`config.mk`:
```
export PLATFORM = sky130hd
export DESIGN_NAME = uwtb_top
export DESIGN_NICKNAME = d
export VERILOG_FILES = /design/src/uwtb_pkg.sv /design/src/uwtb_baud_cnt.sv /design/src/uwtb_top.sv
export SDC_FILE = /design/constraint.sdc
export NUM_CORES = 1
export LEC_CHECK = 0
export BUFFER_PORTS_ARGS = -buffer_cell sky130_fd_sc_hd__buf_2
export CORE_MARGIN = 4
export CORE_UTILIZATION = 40
export DETAILED_ROUTE_END_ITERATION = 8
export PLACE_DENSITY = 0.6
export SYNTH_ARGS = -nofsm -noshare
export SYNTH_HDL_FRONTEND = slang
export SYNTH_SLANG_ARGS = --single-unit
export TNS_END_PERCENT = 1
```
`constraint.sdc`:
```
create_clock -name clk -period 6 [get_ports clk]
set_input_delay 1.2 -clock clk [delete_from_list [all_inputs] [get_ports clk]]
set_output_delay 1.2 -clock clk [all_outputs]
set_load 0.005 [all_outputs]
```
`src/uwtb_pkg.sv`:
```
package uwtb_pkg;

   // ***************************************************************
   // Register offsets (byte addresses)
   // ***************************************************************
   localparam logic [7:0] OFS_CTRL = 8'h00;
   localparam logic [7:0] OFS_DATA = 8'h04;
   localparam logic [7:0] OFS_TMR = 8'h08;
   localparam logic [7:0] OFS_RELOAD = 8'h0c;
   localparam logic [7:0] OFS_STAT = 8'h10;
   localparam logic [7:0] OFS_MASK = 8'h14;

   // ***************************************************************
   // Field positions
   // ***************************************************************
   localparam int CTRL_MODE_BIT = 7;
   localparam int CTRL_MCE_BIT = 5;
   localparam int CTRL_REN_BIT = 4;
   localparam int CTRL_TB8_BIT = 3;
   localparam int STAT_RX_BIT = 0;
   localparam int STAT_TX_BIT = 1;
   localparam int TMR_RUN_BIT = 0;
   localparam int TMR_SEL_LSB = 1;

   // ***************************************************************
   // Reset values
   // ***************************************************************
   localparam logic [7:0] DATA_RST = 8'h00;
   localparam logic [7:0] RELOAD_RST = 8'h00;
   localparam logic [1:0] FLAG_RST = 2'h0;
   localparam logic [1:0] MASK_RST = 2'h0;
   localparam logic UNUSED_BIT_VAL = 1'b1;

   // ***************************************************************
   // Timer clock dividers and bus codes
   // ***************************************************************
   localparam logic [5:0] PRE_DIV4 = 6'h04;
   localparam logic [5:0] PRE_DIV12 = 6'h0c;
   localparam logic [5:0] PRE_DIV48 = 6'h30;
   localparam logic [2:0] EXT_DIV8_LAST = 3'h7;
   localparam logic [2:0] HSIZE_WORD = 3'h2;

   typedef enum logic [1:0] {
      UWTB_SRC_D4,
      UWTB_SRC_D12,
      UWTB_SRC_D48,
      UWTB_SRC_EXT8
   } uwtb_src_e;

   typedef struct packed {
      logic frame9;
      logic mce;
      logic ren;
      logic tb8;
   } uwtb_ctrl_s;

   typedef struct packed {
      logic sel;
      logic wr;
      logic [7:0] ofs;
   } uwtb_aphase_s;

endpackage

```
`src/uwtb_baud_cnt.sv`:
```
`timescale 1ns/10ps
module uwtb_baud_cnt #(
   parameter int W = 8
) (
   input wire logic clk,
   input wire logic sys_rst,
   input wire logic tick,
   input wire logic force_load,
   input wire logic [W-1:0] reload,
   output logic [W-1:0] count,
   output logic baud_en
);
   logic [W-1:0] count_ff;
   logic half_ff;
   wire ovf = tick & (count_ff == {W{1'b1}});

   // A forced reload primes the halver so the first overflow lands
   // half a bit after the start edge
   always_ff @(posedge clk or posedge sys_rst) begin
      if (sys_rst) begin
         count_ff <= '0;
         half_ff <= 1'b0;
      end else if (force_load) begin
         count_ff <= reload;
         half_ff <= 1'b1;
      end else if (ovf) begin
         count_ff <= reload;
         half_ff <= ~half_ff;
      end else if (tick) begin
         count_ff <= count_ff + 1'b1;
      end
   end

   assign baud_en = ovf & half_ff & ~force_load;
   assign count = count_ff;
endmodule

```
`src/uwtb_top.sv`:
```
`timescale 1ns/10ps
module uwtb_top #(
   parameter int DATA_BITS = 8
) (
   input wire logic clk,
   input wire logic sys_rst,
   input wire logic hsel,
   input wire logic [31:0] haddr,
   input wire logic [1:0] htrans,
   input wire logic hwrite,
   input wire logic [2:0] hsize,
   input wire logic [31:0] hwdata,
   input wire logic hready,
   output logic hreadyout,
   output logic hresp,
   output logic [31:0] hrdata,
   input wire logic ext_clk_en,
   input wire logic rx_pin,
   output logic tx_pin,
   output logic irq
);
   import uwtb_pkg::*;

   typedef enum logic [2:0] {
      TX_IDLE, TX_START, TX_DATA, TX_NINTH, TX_STOP
   } uwtb_tx_e;
   typedef enum logic [2:0] {
      RX_IDLE, RX_START, RX_DATA, RX_NINTH, RX_STOP
   } uwtb_rx_e;

   // ***************************************************************
   // Bus slave
   // ***************************************************************
   uwtb_aphase_s aph_ff;
   uwtb_aphase_s nxt_aph;
   wire addr_take = hsel & hready & htrans[1];

   assign nxt_aph.sel = addr_take & (hsize == HSIZE_WORD)
                        & (haddr[31:8] == 24'h000000);
   assign nxt_aph.wr = hwrite;
   assign nxt_aph.ofs = haddr[7:0];

   always_ff @(posedge clk or posedge sys_rst) begin
      if (sys_rst)
         aph_ff <= '0;
      else if (hready)
         aph_ff <= nxt_aph;
   end

   wire wr_en = aph_ff.sel & aph_ff.wr;
   wire rd_en = aph_ff.sel & ~aph_ff.wr;
   wire wr_ctrl = wr_en & (aph_ff.ofs == OFS_CTRL);
   wire wr_data = wr_en & (aph_ff.ofs == OFS_DATA);
   wire wr_tmr = wr_en & (aph_ff.ofs == OFS_TMR);
   wire wr_reload = wr_en & (aph_ff.ofs == OFS_RELOAD);
   wire wr_stat = wr_en & (aph_ff.ofs == OFS_STAT);
   wire wr_mask = wr_en & (aph_ff.ofs == OFS_MASK);

   assign hreadyout = 1'b1;
   assign hresp = 1'b0;

   // ***************************************************************
   // Registers
   // ***************************************************************
   uwtb_ctrl_s ctrl_ff;
   uwtb_src_e src_ff;
   logic run_ff;
   logic [7:0] reload_ff;
   logic [7:0] rxbuf_ff;
   logic rb8_ff;
   logic [1:0] stat_ff;
   logic [1:0] mask_ff;
   logic tx_set;
   logic rx_set;
   logic rx_load;
   logic [7:0] rx_load_data;
   logic rx_load_b8;

   always_ff @(posedge clk or posedge sys_rst) begin
      if (sys_rst) begin
         ctrl_ff <= '0;
         src_ff <= UWTB_SRC_D4;
         run_ff <= 1'b0;
         reload_ff <= RELOAD_RST;
         mask_ff <= MASK_RST;
      end else begin
         if (wr_ctrl) begin
            ctrl_ff.frame9 <= hwdata[CTRL_MODE_BIT];
            ctrl_ff.mce <= hwdata[CTRL_MCE_BIT];
            ctrl_ff.ren <= hwdata[CTRL_REN_BIT];
            ctrl_ff.tb8 <= hwdata[CTRL_TB8_BIT];
         end
         if (wr_tmr) begin
            run_ff <= hwdata[TMR_RUN_BIT];
            src_ff <= uwtb_src_e'(hwdata[TMR_SEL_LSB +: 2]);
         end
         if (wr_reload)
            reload_ff <= hwdata[7:0];
         if (wr_mask)
            mask_ff <= hwdata[1:0];
      end
   end

   // Set wins over a write-one clear in the same cycle
   wire [1:0] flag_clr = wr_stat ? hwdata[1:0] : 2'h0;
   wire [1:0] nxt_stat = (stat_ff & ~flag_clr) | {tx_set, rx_set};

   always_ff @(posedge clk or posedge sys_rst) begin
      if (sys_rst) begin
         stat_ff <= FLAG_RST;
         rxbuf_ff <= DATA_RST;
         rb8_ff <= 1'b0;
      end else begin
         stat_ff <= nxt_stat;
         if (rx_load) begin
            rxbuf_ff <= rx_load_data;
            rb8_ff <= rx_load_b8;
         end
      end
   end

   assign irq = |(stat_ff & mask_ff);

   // ***************************************************************
   // Timer clock prescaler
   // ***************************************************************
   logic [5:0] pre_cnt_ff;
   logic [2:0] ext_cnt_ff;
   wire use_ext = (src_ff == UWTB_SRC_EXT8);
   wire [5:0] pre_lim = (src_ff == UWTB_SRC_D12) ? PRE_DIV12 :
                        (src_ff == UWTB_SRC_D48) ? PRE_DIV48 : PRE_DIV4;
   wire pre_hit = (pre_cnt_ff == pre_lim - 6'h01);
   wire ext_hit = ext_clk_en & (ext_cnt_ff == EXT_DIV8_LAST);
   wire tmr_tick = run_ff & (use_ext ? ext_hit : pre_hit);

   always_ff @(posedge clk or posedge sys_rst) begin
      if (sys_rst) begin
         pre_cnt_ff <= '0;
         ext_cnt_ff <= '0;
      end else begin
         pre_cnt_ff <= (!run_ff || pre_hit) ? 6'h00 : pre_cnt_ff + 6'h01;
         if (!run_ff)
            ext_cnt_ff <= '0;
         else if (ext_clk_en)
            ext_cnt_ff <= ext_cnt_ff + 3'h1;
      end
   end

   // ***************************************************************
   // Baud counters
   // ***************************************************************
   logic [7:0] low_count;
   logic tx_baud;
   logic rx_baud;
   logic rx_start_det;

   uwtb_baud_cnt #(.W(8)) u_tx_cnt (
      .clk(clk),
      .sys_rst(sys_rst),
      .tick(tmr_tick),
      .force_load(1'b0),
      .reload(reload_ff),
      .count(low_count),
      .baud_en(tx_baud)
   );

   uwtb_baud_cnt #(.W(8)) u_rx_cnt (
      .clk(clk),
      .sys_rst(sys_rst),
      .tick(tmr_tick),
      .force_load(rx_start_det),
      .reload(reload_ff),
      .count(),
      .baud_en(rx_baud)
   );

   // ***************************************************************
   // Transmitter
   // ***************************************************************
   uwtb_tx_e tx_st_ff, nxt_tx_st;
   logic [7:0] tx_sh_ff, nxt_tx_sh;
   logic [3:0] tx_cnt_ff, nxt_tx_cnt;
   logic tx_pend_ff, nxt_tx_pend;
   logic tx_pin_ff, nxt_tx_pin;
   wire tx_free = ~tx_pend_ff & ((tx_st_ff == TX_IDLE)
                  | (tx_st_ff == TX_STOP));
   wire tx_load = wr_data & tx_free;

   always_comb begin
      nxt_tx_st = tx_st_ff;
      nxt_tx_sh = tx_load ? hwdata[7:0] : tx_sh_ff;
      nxt_tx_cnt = tx_cnt_ff;
      nxt_tx_pend = tx_pend_ff | tx_load;
      nxt_tx_pin = tx_pin_ff;
      tx_set = 1'b0;
      if (tx_baud) begin
         case (tx_st_ff)
            TX_IDLE, TX_STOP: begin
               if (tx_pend_ff) begin
                  nxt_tx_st = TX_START;
                  nxt_tx_pin = 1'b0;
                  nxt_tx_pend = 1'b0;
               end else begin
                  nxt_tx_st = TX_IDLE;
               end
            end
            TX_START: begin
               nxt_tx_st = TX_DATA;
               nxt_tx_pin = tx_sh_ff[0];
               nxt_tx_sh = {1'b0, tx_sh_ff[7:1]};
               nxt_tx_cnt = 4'h1;
            end
            TX_DATA: begin
               if (tx_cnt_ff == 4'(DATA_BITS)) begin
                  if (ctrl_ff.frame9) begin
                     nxt_tx_st = TX_NINTH;
                     nxt_tx_pin = ctrl_ff.tb8;
                  end else begin
                     nxt_tx_st = TX_STOP;
                     nxt_tx_pin = 1'b1;
                     tx_set = 1'b1;
                  end
               end else begin
                  nxt_tx_pin = tx_sh_ff[0];
                  nxt_tx_sh = {1'b0, tx_sh_ff[7:1]};
                  nxt_tx_cnt = tx_cnt_ff + 4'h1;
               end
            end
            TX_NINTH: begin
               nxt_tx_st = TX_STOP;
               nxt_tx_pin = 1'b1;
               tx_set = 1'b1;
            end
            default: begin
               nxt_tx_st = TX_IDLE;
               nxt_tx_pin = 1'b1;
            end
         endcase
      end
   end

   always_ff @(posedge clk or posedge sys_rst) begin
      if (sys_rst) begin
         tx_st_ff <= TX_IDLE;
         tx_sh_ff <= DATA_RST;
         tx_cnt_ff <= '0;
         tx_pend_ff <= 1'b0;
         tx_pin_ff <= 1'b1;
      end else begin
         tx_st_ff <= nxt_tx_st;
         tx_sh_ff <= nxt_tx_sh;
         tx_cnt_ff <= nxt_tx_cnt;
         tx_pend_ff <= nxt_tx_pend;
         tx_pin_ff <= nxt_tx_pin;
      end
   end

   assign tx_pin = tx_pin_ff;

   // ***************************************************************
   // Receiver
   // ***************************************************************
   uwtb_rx_e rx_st_ff, nxt_rx_st;
   logic [7:0] rx_sh_ff, nxt_rx_sh;
   logic [3:0] rx_cnt_ff, nxt_rx_cnt;
   logic rx_b9_ff, nxt_rx_b9;
   logic rx_prev_ff;
   wire rx_chk = ctrl_ff.frame9 ? rx_b9_ff : rx_pin;

   assign rx_start_det = ctrl_ff.ren & run_ff & (rx_st_ff == RX_IDLE)
                         & rx_prev_ff & ~rx_pin;
   assign rx_load_data = rx_sh_ff;
   assign rx_load_b8 = rx_chk;

   always_comb begin
      nxt_rx_st = rx_st_ff;
      nxt_rx_sh = rx_sh_ff;
      nxt_rx_cnt = rx_cnt_ff;
      nxt_rx_b9 = rx_b9_ff;
      rx_load = 1'b0;
      rx_set = 1'b0;
      if (!ctrl_ff.ren) begin
         nxt_rx_st = RX_IDLE;
      end else if (rx_start_det) begin
         nxt_rx_st = RX_START;
      end else if (rx_baud) begin
         case (rx_st_ff)
            RX_START: begin
               nxt_rx_st = rx_pin ? RX_IDLE : RX_DATA;
               nxt_rx_cnt = 4'h0;
            end
            RX_DATA: begin
               nxt_rx_sh = {rx_pin, rx_sh_ff[7:1]};
               nxt_rx_cnt = rx_cnt_ff + 4'h1;
               if (rx_cnt_ff == 4'(DATA_BITS - 1))
                  nxt_rx_st = ctrl_ff.frame9 ? RX_NINTH : RX_STOP;
            end
            RX_NINTH: begin
               nxt_rx_b9 = rx_pin;
               nxt_rx_st = RX_STOP;
            end
            RX_STOP: begin
               nxt_rx_st = RX_IDLE;
               if (!stat_ff[STAT_RX_BIT] && (!ctrl_ff.mce || rx_chk)) begin
                  rx_load = 1'b1;
                  rx_set = 1'b1;
               end
            end
            default: nxt_rx_st = rx_st_ff;
         endcase
      end
   end

   always_ff @(posedge clk or posedge sys_rst) begin
      if (sys_rst) begin
         rx_st_ff <= RX_IDLE;
         rx_sh_ff <= DATA_RST;
         rx_cnt_ff <= '0;
         rx_b9_ff <= 1'b0;
         rx_prev_ff <= 1'b1;
      end else begin
         rx_st_ff <= nxt_rx_st;
         rx_sh_ff <= nxt_rx_sh;
         rx_cnt_ff <= nxt_rx_cnt;
         rx_b9_ff <= nxt_rx_b9;
         rx_prev_ff <= rx_pin;
      end
   end

   // ***************************************************************
   // Read data
   // ***************************************************************
   wire [31:0] rd_ctrl = {24'h000000, ctrl_ff.frame9, UNUSED_BIT_VAL,
                          ctrl_ff.mce, ctrl_ff.ren, ctrl_ff.tb8, rb8_ff,
                          stat_ff[STAT_TX_BIT], stat_ff[STAT_RX_BIT]};
   wire [31:0] rd_tmr = {29'h00000000, src_ff, run_ff};
   wire [31:0] rd_reload = {16'h0000, low_count, reload_ff};

   assign hrdata = !rd_en ? 32'h00000000 :
                   (aph_ff.ofs == OFS_CTRL) ? rd_ctrl :
                   (aph_ff.ofs == OFS_DATA) ? {24'h000000, rxbuf_ff} :
                   (aph_ff.ofs == OFS_TMR) ? rd_tmr :
                   (aph_ff.ofs == OFS_RELOAD) ? rd_reload :
                   (aph_ff.ofs == OFS_STAT) ? {30'h00000000, stat_ff} :
                   (aph_ff.ofs == OFS_MASK) ? {30'h00000000, mask_ff} :
                   32'h00000000;
endmodule

```
Word-level counts from Yosys, hierarchy flattened
Index checks and enable logic that the tools add are counted.
{"block": "op_classes", "n_reduce_logical": 24, "addsub": 7, "n_eq_ne": 30, "n_mux": 55, "bitwise": 37}
{"cell": "16-bit two-way mux", "n": 5}
{"cell": "8-bit two-way mux", "n": 8}
{"cell": "1-bit AND", "n": 25}
{"cell": "24-bit logical NOT", "n": 1}
{"cell": "3-bit two-way mux", "n": 8}
{"cell": "3-bit case mux with 4 select lines", "n": 2}
{"cell": "1-bit two-way mux", "n": 19}
{"cell": "6-bit two-way mux", "n": 3}
{"cell": "8-bit by 1-bit adder with 8-bit output, second input constant", "n": 2}
{"cell": "8-bit by 4-bit equality test with 1-bit output, second input constant", "n": 2}
{"cell": "8-bit by 5-bit equality test with 1-bit output, second input constant", "n": 2}
{"cell": "8-bit equality test, second input constant", "n": 2}
{"cell": "4-bit case mux with 2 select lines", "n": 2}
{"cell": "8-bit case mux with 2 select lines", "n": 1}
{"cell": "3-bit by 2-bit equality test with 1-bit output, second input constant", "n": 5}
{"cell": "4-bit AND reduction", "n": 3}
{"cell": "3-bit equality test, second input constant", "n": 3}
{"cell": "4-bit by 1-bit adder with 4-bit output, second input constant", "n": 2}
{"cell": "8-bit by 3-bit equality test with 1-bit output, second input constant", "n": 1}
{"cell": "8-bit logical NOT", "n": 1}
{"cell": "2-bit two-way mux", "n": 4}
{"cell": "2-bit inequality test, second input constant", "n": 4}
{"cell": "2-bit nonzero test", "n": 4}
{"cell": "6-bit by 1-bit adder with 6-bit output, second input constant", "n": 1}
{"cell": "other kinds (27)", "n": 43}
{"block": "totals", "out_inout_bits": 36, "inputBits": 76, "wordCells": 183, "ff_bits": 99}

Longest topological paths before layout
{"block": "logic_depth", "depth_word": 14, "depth_mapped": 10, "depth_no_buf": 8}

Cells and area by module
Synthesis repeated with hierarchy kept, for this count alone.
{"block": "hier_totals", "hier_cells": 544, "area_unflattened_um2": 5531.6}
{"module": "uwtb_top", "area_per_inst_um2": 4362.9, "n_inst": 1, "cells_per_inst": 414, "seq_area_each_um2": 2029.4}
{"module": "uwtb_baud_cnt", "area_per_inst_um2": 584.3, "n_inst": 2, "cells_per_inst": 65, "seq_area_each_um2": 225.2}

Worst setup path before layout
Ideal clock, no wire load.
{"block": "synth_path", "path_kind": "reg-to-output", "start": "register aph_ff[7] in the netlist's numbering", "end": "output port hrdata[10]", "setup_slack_ps": 3206, "path_stages_with_launch": 6, "path_buffers": 0, "arrival_ps": 1594, "required_time_ps": 4800, "cell_sequence": "dfrtp_1 -> nor3_1 -> nand2_1 -> nor4_1 -> nor3b_1 -> and2_1"}
{"block": "synth_via", "elab_chain_cells": 6, "word_cells_on_any_way": 9, "classes_between": "3 x eq/ne; 5 x mux; 1 x reduce/logical"}
{"item": "start, declared", "line": "uwtb_top.sv:34", "text": "uwtb_aphase_s aph_ff;"}
{"item": "start signal, assigned", "line": "uwtb_top.sv:47", "text": "aph_ff <= nxt_aph;"}
{"item": "8-bit by 4-bit equality test with 1-bit output", "line": "uwtb_top.sv:343", "text": "(aph_ff.ofs == OFS_RELOAD) ? rd_reload :"}
{"item": "16-bit two-way mux", "line": "uwtb_top.sv:343"}
{"item": "16-bit two-way mux", "line": "uwtb_top.sv:342", "text": "(aph_ff.ofs == OFS_TMR) ? rd_tmr :"}
{"item": "16-bit two-way mux", "line": "uwtb_top.sv:341", "text": "(aph_ff.ofs == OFS_DATA) ? {24'h000000, rxbuf_ff} :"}
{"item": "16-bit two-way mux *", "line": "uwtb_top.sv:340", "text": "(aph_ff.ofs == OFS_CTRL) ? rd_ctrl :"}
{"item": "16-bit two-way mux *", "line": "uwtb_top.sv:339", "text": "assign hrdata = !rd_en ? 32'h00000000 :"}
{"item": "end, declared", "line": "uwtb_top.sv:16", "text": "output logic [31:0] hrdata,"}
Every way passes the cells marked *; elsewhere a longest branch is shown, timed or not.

Worst setup path in the final report
{"block": "layout_path", "start": "register aph_ff[2] in the netlist's numbering", "end": "output port hrdata[8]"}
The elaborated chain is that of the path after synthesis.

==> metrics.md <==
| Metric | Value |
|---|---|
| Vias | `3,997` |
| First-pass GRT wire length | `19.6 mm` |
| Yosys top cell area share | `0.458` |
| # IOs | `112` |
| CTS clk-pin slew, worst paths | `0.06 ns` |
| Horiz. Die Dim | `approximately 120 µm` |
| CTS buffer count | `9` |
| Final instance area | `approximately 0.0060 mm²` |
| Slew HR | `0.385` |
| F_max | `242 MHz` |
| Status | `completed` |
| Sequential area share after synthesis | `0.468` |
| Post-route antenna net violation count | `0` |
| Post-synthesis register bit count | `99` |
| First-pass detailed-route iteration total | `4` |
| Mapped Area | `between 0.005 and 0.006 mm²` |
| Nets | `663` |
| RSZ-0062 raised after global routing | `no` |
| Final Hold Viols | `0` |
| CP max FO | `12` |
| Clk root buf | `clkbuf_16` |
| Synth area leaders | `dfrtp_1 46%, mux2_2 10%, nor2_1 3.0%` |
| DR WL/cell | `15.7 µm` |
| Max Cap Viol | `0` |
| Worst-Skew Late Latency | `approximately 0.35 ns` |
| Mapped Cells | `approximately 520` |
| Post-synth cell types | `60` |
| Area Overhead vs Synth | `13.5%` |
| EDFF count, synth | `0` |
| Global route overflow | `0` |
| Die Y-Extent | `123 µm` |
| Top cells by count, synth | `97 x dfrtp_1, 48 x mux2_2, 43 x nor2_1` |
| Vias in the first global route | `~3,900` |
| Largest net degree at the start of global routing | `57` |
| Share of power burned in the clock network | `0.431` |
| Routed vias/inst | `5.31` |
| Clock skew | `0.00557 ns` |
| Final worst path period need | `4.13 ns` |
| Setup repair bufs after CTS | `0` |
| Core area | `0.0128 mm²` |
| Post_cts resized | `0` |
| Internal power | `1.05 mW` |
| Placed inst area | `0.00572 mm²` |
| Synth warn | `0` |
| TritonCTS clock tree | `built` |
| Final Wtd Congestion | `0.833` |
| Starting density of the core | `0.415` |
| Ant. Diodes | `0` |
| Sw frac | `0.226` |
| Main synth FF type | `dfrtp_1` |
| Crit. End Element | `primary output` |
| P_leak | `between 2 and 3 nW` |
| Top-count cell post-synth | `dfrtp_1` |
| Reg power frac | `0.517` |
| Peak supply drop | `roughly 0.00012 V` |
| Tightest Pin Transition | `~0.9 ns` |
| Final slew viol count | `0` |
| Hold/Removal Path Class | `flop to flop` |
| Startpoint types | `flop` |
| Switch Pwr | `0.306 mW` |
| Hold WS | `0.469 ns` |
| Ys async rst share | `1.00` |
| Drt first-iter violations | `199` |
| DRC | `0` |
| Post-Route WL | `11.9 mm` |
| Combinational share of power | `0.052` |
| Final worst-path cycle share | `0.688` |
| DPL Wire Length | `just under 9 mm` |
| Longest Clk Path Bufs | `2` |
| Post-synth top area cell | `dfrtp_1` |
| H-tree depth | `3` |
| Layout Utilization | `0.471` |
| Row count | `41` |
| Layout cells sized above 1 | `0.246` |
| IO Port Bufs | `68` |
| Required time of the critical path | `between 4 and 5 ns` |
| Data arrival, critical path | `2.93 ns` |
| Hold-fix buffers at CTS | `0` |
| Setup_tns | `0 ns` |
| Setup violations, final | `0` |
| DIE AREA | `0.0152 mm²` |
| WS Path Type | `flop to primary output` |
| Power per Cell Area | `225 mW/mm²` |
| Clock tree sinks | `99` |
| GR Util All Layers | `0.165` |
| Avg Cell Area, Syn | `10.3 µm²` |
| Initial antenna violation count | `0` |
==> stage by stage <==
stage / std cells / setup WS (ns) / power, mW
after detailed placement: 737 / 2.28 / 0.783
after global placement: 737 / 2.34 / 0.781
after global routing: 753 / 1.52 / 1.40
after floorplan: 533 / 2.21 / 0.756
after CTS: 753 / 1.88 / 1.37
final: 753 / 1.87 / 1.35
==> layout make-up <==
cell class / count / area (µm²)
clock buffers: 12 / 246
clock inverters: 4 / 50.0
fillers: 1188 / 6760
inverters: 20 / 77.6
multi-input cells: 376 / 2590
flip-flops and latches: 99 / 2480
well taps: 172 / 215
repair buffers: 70 / 355
==> critical path: stages (launching register included) <==
cell,delay (ns)
dfrtp_1,0.60
inv_1,0.23
nor4_1,0.58
nor3b_1,0.82
and2_1,0.23
buf_2,0.11
==> cell families after synthesis <==
logic type | synth area share
AOI/OAI and AO/OA | 0.116
xor gates and xnor gates | 0.0198
buffers and inverters | 0.0548
muxes | 0.136
adders and majority gates | 0.0260
other | 0.00142
and+or+nand+nor | 0.178
DFF | 0.468
==> power groups by stage <==
stage | combinational [mW] | sequential (mW) | clock [mW]
after floorplan | 0.0557 | 0.700 | 0
after global placement | 0.0701 | 0.711 | 0
after detailed placement | 0.0719 | 0.711 | 0
after CTS | 0.0720 | 0.699 | 0.599
after global routing | 0.0806 | 0.701 | 0.622
final | 0.0704 | 0.699 | 0.583
==> layout by cell type, fill, tap and decap left out, types with 3 or more instances in the layout <==
cell,netlist,layout
clkbuf_16,0,9
mux2_2,48,48
ha_1,11,11
nand2_1,29,29
nand2b_1,7,7
nor2_1,43,43
buf_2,1,68
nand4_1,11,11
o31ai_1,6,6
nor2b_1,6,6
inv_1,20,19
conb_1,2,18
nor4_1,9,9
nor3_1,11,11
o21ai_0,28,28
a21oi_1,19,19
a21boi_0,3,3
a22o_1,5,5
and3_1,7,7
xnor2_1,5,5
dfrtp_1,97,97
a22oi_1,4,4
a21o_1,6,6
nand3_1,27,27
xor2_1,7,7
and2_1,11,11
o2bb2ai_1,3,3
mux2i_1,16,16
==> worst paths after layout <==
| check | from | endpoint | slack (ns) | cells after the start |
|---|---|---|---|---|
| max | aph_ff[2] | hrdata[8] | 1.87 | 5 |
| min | pre_cnt_ff[0] | pre_cnt_ff[0] | 0.47 | 1 |
| max reg2reg | src_ff[1] | tx_cnt_ff[3] | 2.70 | 8 |
| min reg2reg | pre_cnt_ff[0] | pre_cnt_ff[0] | 0.47 | 1 |
| max in group asynchronous | sys_rst | ctrl_ff[3] | 4.00 | 3 |
| min in group asynchronous | sys_rst | rx_load_data[6] | 0.97 | 2 |
==> state kept, by name, indices dropped and copies added, names as in the netlist, 4 cells and up <==
register	count
aph_ff	10
u_tx_cnt.count	8
reload_ff	8
rxbuf_ff	8
rx_load_data	8
u_rx_cnt.count	8
tx_cnt_ff	4
ctrl_ff	4
tx_sh_ff	8
rx_cnt_ff	4
pre_cnt_ff	6
==> metal layers <==
metal	GRT usage	share of wire
met5	0	0
met1	0.225	0.46
met4	0.0609	0.019
met2	0.263	0.47
met3	0.0334	0.050
Note: power is estimated with default switching activity, not from simulation.
